`config.mk`:
```
export PLATFORM = sky130hd
export DESIGN_NAME = lcdsub_decoder
export DESIGN_NICKNAME = d
export VERILOG_FILES = /design/src/lcdsub_duty.v /design/src/lcdsub_decoder.v
export VERILOG_INCLUDE_DIRS = /design/src /design/src/src
export SDC_FILE = /design/constraint.sdc
export NUM_CORES = 1
export LEC_CHECK = 0
export ABC_AREA = 1
export ABC_CLOCK_PERIOD_IN_PS = 3900
export BUFFER_PORTS_ARGS = -buffer_cell sky130_fd_sc_hd__buf_2
export CORE_MARGIN = 4
export CORE_UTILIZATION = 39
export CTS_BUF_LIST = sky130_fd_sc_hd__clkbuf_16
export DETAILED_ROUTE_END_ITERATION = 8
export PLACE_DENSITY_LB_ADDON = 0.08
export SLEW_MARGIN = 20
export SYNTH_ARGS = -nofsm -noshare
export SYNTH_HDL_FRONTEND = slang
export SYNTH_SLANG_ARGS = --single-unit
```
`constraint.sdc`:
```
create_clock -name clk_i -period 3.9 [get_ports clk_i]
set_clock_uncertainty 0.05 [all_clocks]
set_input_delay 0.78 -clock clk_i [delete_from_list [all_inputs] [get_ports clk_i]]
set_output_delay 0.78 -clock clk_i [all_outputs]
set_load 0.02 [all_outputs]
```
`src/lcdsub_regs.vh`:
```
/*
 * Command codes, field positions and reset values for the sub-table
 * command decoder. Assumes inclusion by bare name from the design files.
 */
`ifndef LCDSUB_REGS_VH
`define LCDSUB_REGS_VH

`define LCDSUB_CMD_SUB_ENTER   8'h70
`define LCDSUB_CMD_SUB_EXIT    8'h71
`define LCDSUB_CMD_PART_ON     8'h40
`define LCDSUB_CMD_ACTIVATE    8'hA0
`define LCDSUB_CMD_SOFT_RESET  8'hE2
`define LCDSUB_CMD_COL_HI      4'h1
`define LCDSUB_CMD_COL_LO      4'h0
`define LCDSUB_HI_B1_START     4'h0
`define LCDSUB_HI_B2_START     4'hC
`define LCDSUB_TOP3_B1_COUNT   3'h1
`define LCDSUB_TOP3_B2_COUNT   3'h7
`define LCDSUB_HI_LEVEL_UP     4'h8
`define LCDSUB_HI_LEVEL_LO     4'h9
`define LCDSUB_HI_LINV         4'h5
`define LCDSUB_HI_BIAS         4'hB
`define LCDSUB_TOP5_BOOST      5'h05
`define LCDSUB_TOP7_RMW        7'h74
`define LCDSUB_TOP7_SUPPLY     7'h12
`define LCDSUB_TOP7_WAVE       7'h11

`define LCDSUB_RST_CONTRAST    8'hFF
`define LCDSUB_RST_BIAS        4'h8
`define LCDSUB_RST_BOOST       3'h4
`define LCDSUB_RST_LINV        4'h0
`define LCDSUB_FULL_UNITS      5'h10
`define LCDSUB_LINES_PER_UNIT  8'h08
`define LCDSUB_LAST_UNIT       5'h0F
`define LCDSUB_LAST_COLUMN     8'h83
`define LCDSUB_BOOST_MIN       4'h2
`define LCDSUB_BOOST_MAX       4'h6

`endif

```
`src/lcdsub_duty.v`:
```
/*
 * Works out the active unit count and memory page map of partial display.
 * Assumes the block fields come from registers on the same clock.
 */
`timescale 1ns/1ps
module lcdsub_duty (
    input  wire [3:0] b1_start_i,
    input  wire [4:0] b1_count_i,
    input  wire [3:0] b2_start_i,
    input  wire [4:0] b2_count_i,
    input  wire       partial_i,
    output reg  [4:0] units_o,
    output reg  [7:0] duty_lines_o,
    output reg  [4:0] b2_page_o,
    output reg        b2_used_o
);
`include "lcdsub_regs.vh"
    reg [5:0] sum;
    always @* begin
        sum = 6'h00;
        b2_used_o = 1'b0;
        b2_page_o = 5'h00;
        if (!partial_i) begin
            units_o = `LCDSUB_FULL_UNITS;
        end else if (b1_start_i == 4'h0 && b1_count_i == `LCDSUB_FULL_UNITS) begin
            units_o = `LCDSUB_FULL_UNITS;
        end else if (b2_start_i == 4'h0 && b2_count_i == 5'h00) begin
            units_o = b1_count_i;
        end else begin
            sum = {1'b0, b1_count_i} + {1'b0, b2_count_i};
            units_o = (sum > 6'h10) ? `LCDSUB_FULL_UNITS : sum[4:0];
            b2_used_o = 1'b1;
            b2_page_o = b1_count_i;
        end
        // duty is one over eight lines per unit
        duty_lines_o = {units_o, 3'b000};
    end
endmodule // lcdsub_duty

```
`src/lcdsub_decoder.v`:
```
/*
 * Command decoder for the sub instruction table and related main commands.
 * Assumes bytes arrive as one-cycle strobes from the bus front end on clk_i.
 */
// What this block does
// - Byte 0x70 enters sub table, 0x71 returns to main table.
// - Rows form sixteen units of eight lines each.
// - Decode block starts and counts at 0x00, 0x20, 0xC0, 0xE0.
// - Block settings stay inactive until partial-display-on 0x40.
// - Partial duty is one over eight times active units.
// - Start zero with count sixteen gives full 1/128 and ignores block two.
// - Zero start and count for block two shows block one alone.
// - Memory maps contiguously from page zero, gaps ignored.
// - Partial changes only duty and area; host stops waveform first.
// - Line inversion count in sub mode, applied on activation.
// - Contrast loaded as two nibbles in sub mode.
// - New contrast applies only after activation byte 0xA0.
// - Bias 0xB0 field: 0..7 give 1/4..1/11, top bit 1/12.
// - Booster field 000..011 gives 2x..5x, 1xx gives 6x, shifted down.
// - Read-modify-write: writes advance column, reads do not.
// - End with flag set restores column from mode entry.
// - Soft reset 0xE2 restores defaults except supply and waveform flags, memory untouched.
// - Supply on enables booster, regulator, follower with oscillator running.
// - 0x22 plus flag stops or enables the drive waveform.
`timescale 1ns/1ps
module lcdsub_decoder (
    input  wire       clk_i,
    input  wire       nrst_i,
    input  wire       cmd_valid_i,
    input  wire [7:0] cmd_byte_i,
    input  wire       command_data_select_i,
    input  wire       mem_write_i,
    input  wire       mem_read_i,
    input  wire       osc_running_i,
    input  wire [2:0] fitted_stages_i,
    output reg        sub_mode_o,
    output reg        partial_o,
    output reg  [3:0] b1_start_o,
    output reg  [4:0] b1_count_o,
    output reg  [3:0] b2_start_o,
    output reg  [4:0] b2_count_o,
    output wire [4:0] active_units_o,
    output wire [7:0] duty_lines_o,
    output wire [4:0] b2_first_page_o,
    output wire       b2_used_o,
    output reg  [7:0] contrast_level_setting_o,
    output reg  [3:0] line_inv_o,
    output reg  [3:0] bias_code_o,
    output reg  [2:0] boost_mult_o,
    output reg        rmw_o,
    output reg  [7:0] column_o,
    output reg        supply_on_o,
    output reg        booster_en_o,
    output reg        regulator_en_o,
    output reg        follower_en_o,
    output reg        wave_on_o,
    output reg        soft_reset_o
);
`include "lcdsub_regs.vh"
    reg [3:0] b1s_q, b2s_q;
    reg [4:0] b1c_q, b2c_q;
    reg [7:0] lvl_pend_q, col_save_q;
    reg [3:0] linv_pend_q;
    reg [2:0] boost_code_q;
    reg       osc_meta_q;
    reg       osc_sync_q;
    wire      cmd = cmd_valid_i && !command_data_select_i;
    wire      dat = cmd_valid_i && command_data_select_i;
    wire [7:0] b = cmd_byte_i;

    lcdsub_duty u_duty (
        .b1_start_i   (b1_start_o),
        .b1_count_i   (b1_count_o),
        .b2_start_i   (b2_start_o),
        .b2_count_i   (b2_count_o),
        .partial_i    (partial_o),
        .units_o      (active_units_o),
        .duty_lines_o (duty_lines_o),
        .b2_page_o    (b2_first_page_o),
        .b2_used_o    (b2_used_o)
    );

    // shift booster code down to the fitted stages
    reg [3:0] mult;
    reg [3:0] cap;
    always @* begin
        mult = boost_code_q[2] ? `LCDSUB_BOOST_MAX : {2'b00, boost_code_q[1:0]} + `LCDSUB_BOOST_MIN;
        if (fitted_stages_i < 3'h2)
            cap = `LCDSUB_BOOST_MIN;
        else if (fitted_stages_i > 3'h6)
            cap = `LCDSUB_BOOST_MAX;
        else
            cap = {1'b0, fitted_stages_i};
        // Every code moves down by the missing stages; the lowest codes floor at 2x.
        if (mult + cap < `LCDSUB_BOOST_MAX + `LCDSUB_BOOST_MIN)
            mult = `LCDSUB_BOOST_MIN;
        else
            mult = mult + cap - `LCDSUB_BOOST_MAX;
    end

    // Oscillator status comes from another domain, so it passes two flops first.
    always @(posedge clk_i) begin
        osc_meta_q <= osc_running_i;
        osc_sync_q <= osc_meta_q;
    end

    always @(posedge clk_i) begin
        boost_mult_o <= mult[2:0];
        // supply on enables all three stages with oscillator
        booster_en_o <= supply_on_o && osc_sync_q;
        regulator_en_o <= supply_on_o && osc_sync_q;
        follower_en_o <= supply_on_o && osc_sync_q;
    end

    always @(posedge clk_i) begin
        soft_reset_o <= 1'b0;
        if (!nrst_i || (cmd && !sub_mode_o && b == `LCDSUB_CMD_SOFT_RESET)) begin
            sub_mode_o <= 1'b0;
            soft_reset_o <= nrst_i;
            partial_o <= 1'b0;
            b1_start_o <= 4'h0;
            b1_count_o <= `LCDSUB_FULL_UNITS;
            b2_start_o <= 4'h0;
            b2_count_o <= 5'h00;
            b1s_q <= 4'h0;
            b1c_q <= `LCDSUB_FULL_UNITS;
            b2s_q <= 4'h0;
            b2c_q <= 5'h00;
            contrast_level_setting_o <= `LCDSUB_RST_CONTRAST;
            lvl_pend_q <= `LCDSUB_RST_CONTRAST;
            line_inv_o <= `LCDSUB_RST_LINV;
            linv_pend_q <= `LCDSUB_RST_LINV;
            bias_code_o <= `LCDSUB_RST_BIAS;
            boost_code_q <= `LCDSUB_RST_BOOST;
            rmw_o <= 1'b0;
            column_o <= 8'h00;
            col_save_q <= 8'h00;
            if (!nrst_i) begin
                supply_on_o <= 1'b0;
                wave_on_o <= 1'b0;
            end
        end else begin
            // column steps on writes until 0x83, holds on reads in read-modify-write mode
            if (dat && mem_write_i && column_o != `LCDSUB_LAST_COLUMN)
                column_o <= column_o + 8'h01;
            else if (dat && mem_read_i && !rmw_o && column_o != `LCDSUB_LAST_COLUMN)
                column_o <= column_o + 8'h01;
            if (cmd && sub_mode_o) begin
                if (b == `LCDSUB_CMD_SUB_EXIT)
                    sub_mode_o <= 1'b0;
                // partial display on loads stored blocks
                else if (b == `LCDSUB_CMD_PART_ON) begin
                    partial_o <= 1'b1;
                    b1_start_o <= b1s_q;
                    b1_count_o <= b1c_q;
                    b2_start_o <= b2s_q;
                    b2_count_o <= b2c_q;
                end else if (b == `LCDSUB_CMD_ACTIVATE) begin
                    contrast_level_setting_o <= lvl_pend_q;
                    line_inv_o <= linv_pend_q;
                end else if (b[7:4] == `LCDSUB_HI_B1_START)
                    b1s_q <= b[3:0];
                else if (b[7:5] == `LCDSUB_TOP3_B1_COUNT)
                    b1c_q <= b[4:0];
                else if (b[7:4] == `LCDSUB_HI_B2_START)
                    b2s_q <= b[3:0];
                else if (b[7:5] == `LCDSUB_TOP3_B2_COUNT)
                    b2c_q <= b[4:0];
                else if (b[7:4] == `LCDSUB_HI_LEVEL_UP)
                    lvl_pend_q <= {b[3:0], lvl_pend_q[3:0]};
                else if (b[7:4] == `LCDSUB_HI_LEVEL_LO)
                    lvl_pend_q <= {lvl_pend_q[7:4], b[3:0]};
                else if (b[7:4] == `LCDSUB_HI_LINV)
                    linv_pend_q <= b[3:0];
            end else if (cmd) begin
                if (b == `LCDSUB_CMD_SUB_ENTER)
                    sub_mode_o <= 1'b1;
                else if (b[7:4] == `LCDSUB_HI_BIAS)
                    bias_code_o <= b[3] ? 4'h8 : b[3:0];
                else if (b[7:3] == `LCDSUB_TOP5_BOOST)
                    boost_code_q <= b[2:0];
                else if (b[7:1] == `LCDSUB_TOP7_RMW) begin
                    if (b[0] && rmw_o) begin
                        rmw_o <= 1'b0;
                        column_o <= col_save_q;
                    end else if (!b[0] && !rmw_o) begin
                        rmw_o <= 1'b1;
                        col_save_q <= column_o;
                    end
                end else if (b[7:1] == `LCDSUB_TOP7_SUPPLY)
                    supply_on_o <= b[0];
                else if (b[7:1] == `LCDSUB_TOP7_WAVE)
                    wave_on_o <= b[0];
                else if (b[7:4] == `LCDSUB_CMD_COL_HI && !rmw_o)
                    column_o <= {b[3:0], column_o[3:0]};
                else if (b[7:4] == `LCDSUB_CMD_COL_LO && !rmw_o)
                    column_o <= {column_o[7:4], b[3:0]};
            end
        end
    end
endmodule // lcdsub_decoder

```
==> reports/qor.txt <==
status -> completed
PwrDens -> 361 nW/um^2
number of flops mapped to enable cells by yosys -> 2
Crit path required time -> 3070 ps
fin crit share -> 88.3%
DR WL/cell -> 14.1 um
Clk pwr share -> 43.4%
RSZ-0062 raised after global routing -> false
Num Clock Sinks -> 95
Seq pwr share -> 48.6%
Int Power -> 1.56 mW
max-slew violations -> 0
Multi-input gate area -> 2460 um^2
Place WS -> 840 ps
Vias/cell -> 4.93
final WL -> 12800 um
root buf cell -> clkbuf_16
grt ovf -> 0
critical path class -> register to output pin
synth top area cells -> dfxtp_1 38%, nand2_1 11%, a21oi_1 7.8%
Worst Tran Pin Value -> 840 ps
leakage -> 2.59 nW
Setup crit end kind -> output pin
Post-synth top cells -> 138 x nand2_1, 93 x dfxtp_1, 76 x a21oi_1, 74 x inv_1, 49 x nor2_1
global-route wire length before repair -> 20800 um
Clk pin slew, worst setup/hold paths -> 60 ps
DRC viols -> 0
Cells after Synth -> 664
Hold Path Origin -> osc_meta_q
largest net degree at the start of global routing -> 53
final cell count without fillers -> 911
Core Footprint -> 12200 um^2
worst hold path type -> register to register
Via Count -> 4493
total chip power -> 2.04 mW
Hold Buf Count CTS -> 0
vias in the first global route -> 4090
crit path max fanout -> 6
Startpoint Class -> register
port bufs -> 87
area delta synth->final -> 15.6%
worst setup margin -> 456 ps
number of antenna diodes -> 0
postcts setup bufs -> 0
yosys synthesis warning count -> 0
antenna violations before repair -> 0
syn_area_per_cell -> 7.39 um^2
Cells after DPL -> 896
worst vdd ir -> 0.000173 V
fmax -> 290 MHz
Worst Setup SP -> b1_count_o[0]
Clock Tree Buf Depth -> 2
WP data arrival -> 2610 ps
Die W -> 120 um
top-area cell type share of the netlist area -> 37.9%
Layout fillers -> 1303
post-DP HPWL -> 9650 um
Switching Power -> 487 uW
Post-DRT Antenna Nets -> 0
post-synthesis register bit count -> 95
most common cell in the synthesized netlist -> nand2_1
drt pass-1 iters -> 5
initial DRC count -> 191
cts bufs inserted -> 9
Sw Share -> 23.8%
Rel. slew slack -> 44.0%
CTS resizes -> 0
Netlist cell types -> 47
gr usage total -> 18.0%
overall die height -> 120 um
Initial Util -> 40.3%
Yosys top cell by area -> dfxtp_1
Synth Cell Area -> 4910 um^2
CTS tree -> built
sequential share of the synthesized area -> 39.2%
H-Tree Depth -> 3
Comb pwr share -> 8.0%
max-cap viol count -> 0
I/O pins -> 91
Tmin final -> 3440 ps
final-report setup violation count -> 0
Die ar. -> 14400 um^2
ys flop type -> dfxtp_1
layout cells sized above 1 -> 21.3%
Reg2Reg Launch Point -> sub_mode_o
Worst-Skew Late Latency -> 350 ps
Final nets -> 770
endpoints failing hold -> 0
TNS Setup -> 0 ps
register area -> 1920 um^2
Placer Congestion -> 0.918
async set-reset flop share out of synthesis -> 0%
Core Rows -> 40
==> cells by family (layout without fill, tap and decap cells) <==
family,count (synthesis),in the layout,synth area share (%)
adders and majority gates,13,13,3.62
buffers and inverters,113,190,10.8
DFF,95,95,39.2
and+or+nand+nor,279,279,27.9
xor gates and xnor gates,5,5,0.893
other,1,3,0.0764
AOI/OAI and AO/OA,158,158,17.6
==> cells in the final DEF, fill, tap and decap left out, types with 5 or more instances in the layout <==
master and instances:
ha_1 11, nor2_2 6, nor2_4 6, nand2_4 6, inv_2 10, a21oi_1 76
nand3_1 42, nand4_1 5, o21ai_1 13, nor2_1 49, clkbuf_16 10, inv_1 77
o21ai_0 43, buf_2 87, nand2_1 138, o211ai_1 9, nand2_2 8, dfxtp_1 93
==> metal layers <==
layer / routed length (um) / track usage [%] / vias up
met3: 680 / 3.25 / 13
met4: 186 / 7.95 / 0
met2: 6160 / 30.0 / 102
met1: 5820 / 22.8 / 2057
li1: - / - / 2321
met5: 0 / 0 / -
==> cell type report <==
class	count	area share, %
multi-input cells	458	43.4
flip-flops and latches	95	33.9
repair buffers	89	7.94
inverters	86	5.76
clock buffers	10	4.41
well taps	168	3.71
clock inverters	5	0.882
==> path summary, 6_finish.rpt <==
kind | endpoint | slack (ps) | cells past startpoint
max | duty_lines_o[3] | 460 | 10
min | osc_sync_q | 280 | 0
max reg2reg | b2_count_o[1] | 1810 | 8
min reg2reg | osc_sync_q | 280 | 0
==> power groups by stage <==
| stage | clock (mW) | combinational (mW) | sequential [mW] |
|---|---|---|---|
| finish | 0.887 | 0.165 | 0.993 |
| global route | 0.950 | 0.184 | 0.994 |
| CTS | 0.915 | 0.166 | 0.993 |
| detailed placement | 0 | 0.165 | 1.01 |
| global placement | 0 | 0.163 | 1.01 |
| floorplan | 0 | 0.110 | 1.02 |
==> through the flow <==
step	hold slack, ps	area (um^2)	util, %
after floorplan	260	4910	-
after global placement	262	5370	44.2
after detailed placement	262	5370	44.2
after CTS	276	5670	46.6
after global routing	290	5670	46.6
final	276	5670	46.6
==> worst max-delay path, stage by stage, from the launching register on <==
cell,delay [ps]
dfxtp_1,410
ha_1,190
inv_1,50
fa_1,470
inv_1,50
nor2_1,80
nand2_1,50
o21ai_0,430
nand3_1,140
a21oi_1,190
buf_2,200
==> state kept, by name, summed over array words and instances, names as in the netlist, 3 cells and up <==
| register | flops |
|---|---|
| line_inv_o | 4 |
| boost_mult_o | 3 |
| b2_start_o | 4 |
| b2c_q | 5 |
| b1s_q | 4 |
| b1_count_o | 5 |
| linv_pend_q | 4 |
| column_o | 8 |
| bias_code_o | 4 |
| b2_count_o | 5 |
| col_save_q | 8 |
| b1c_q | 5 |
| b1_start_o | 4 |
| b2s_q | 4 |
| contrast_level_setting_o | 8 |
| lvl_pend_q | 8 |
| boost_code_q | 3 |
No activity file was read; power rests on OpenSTA's default activity.
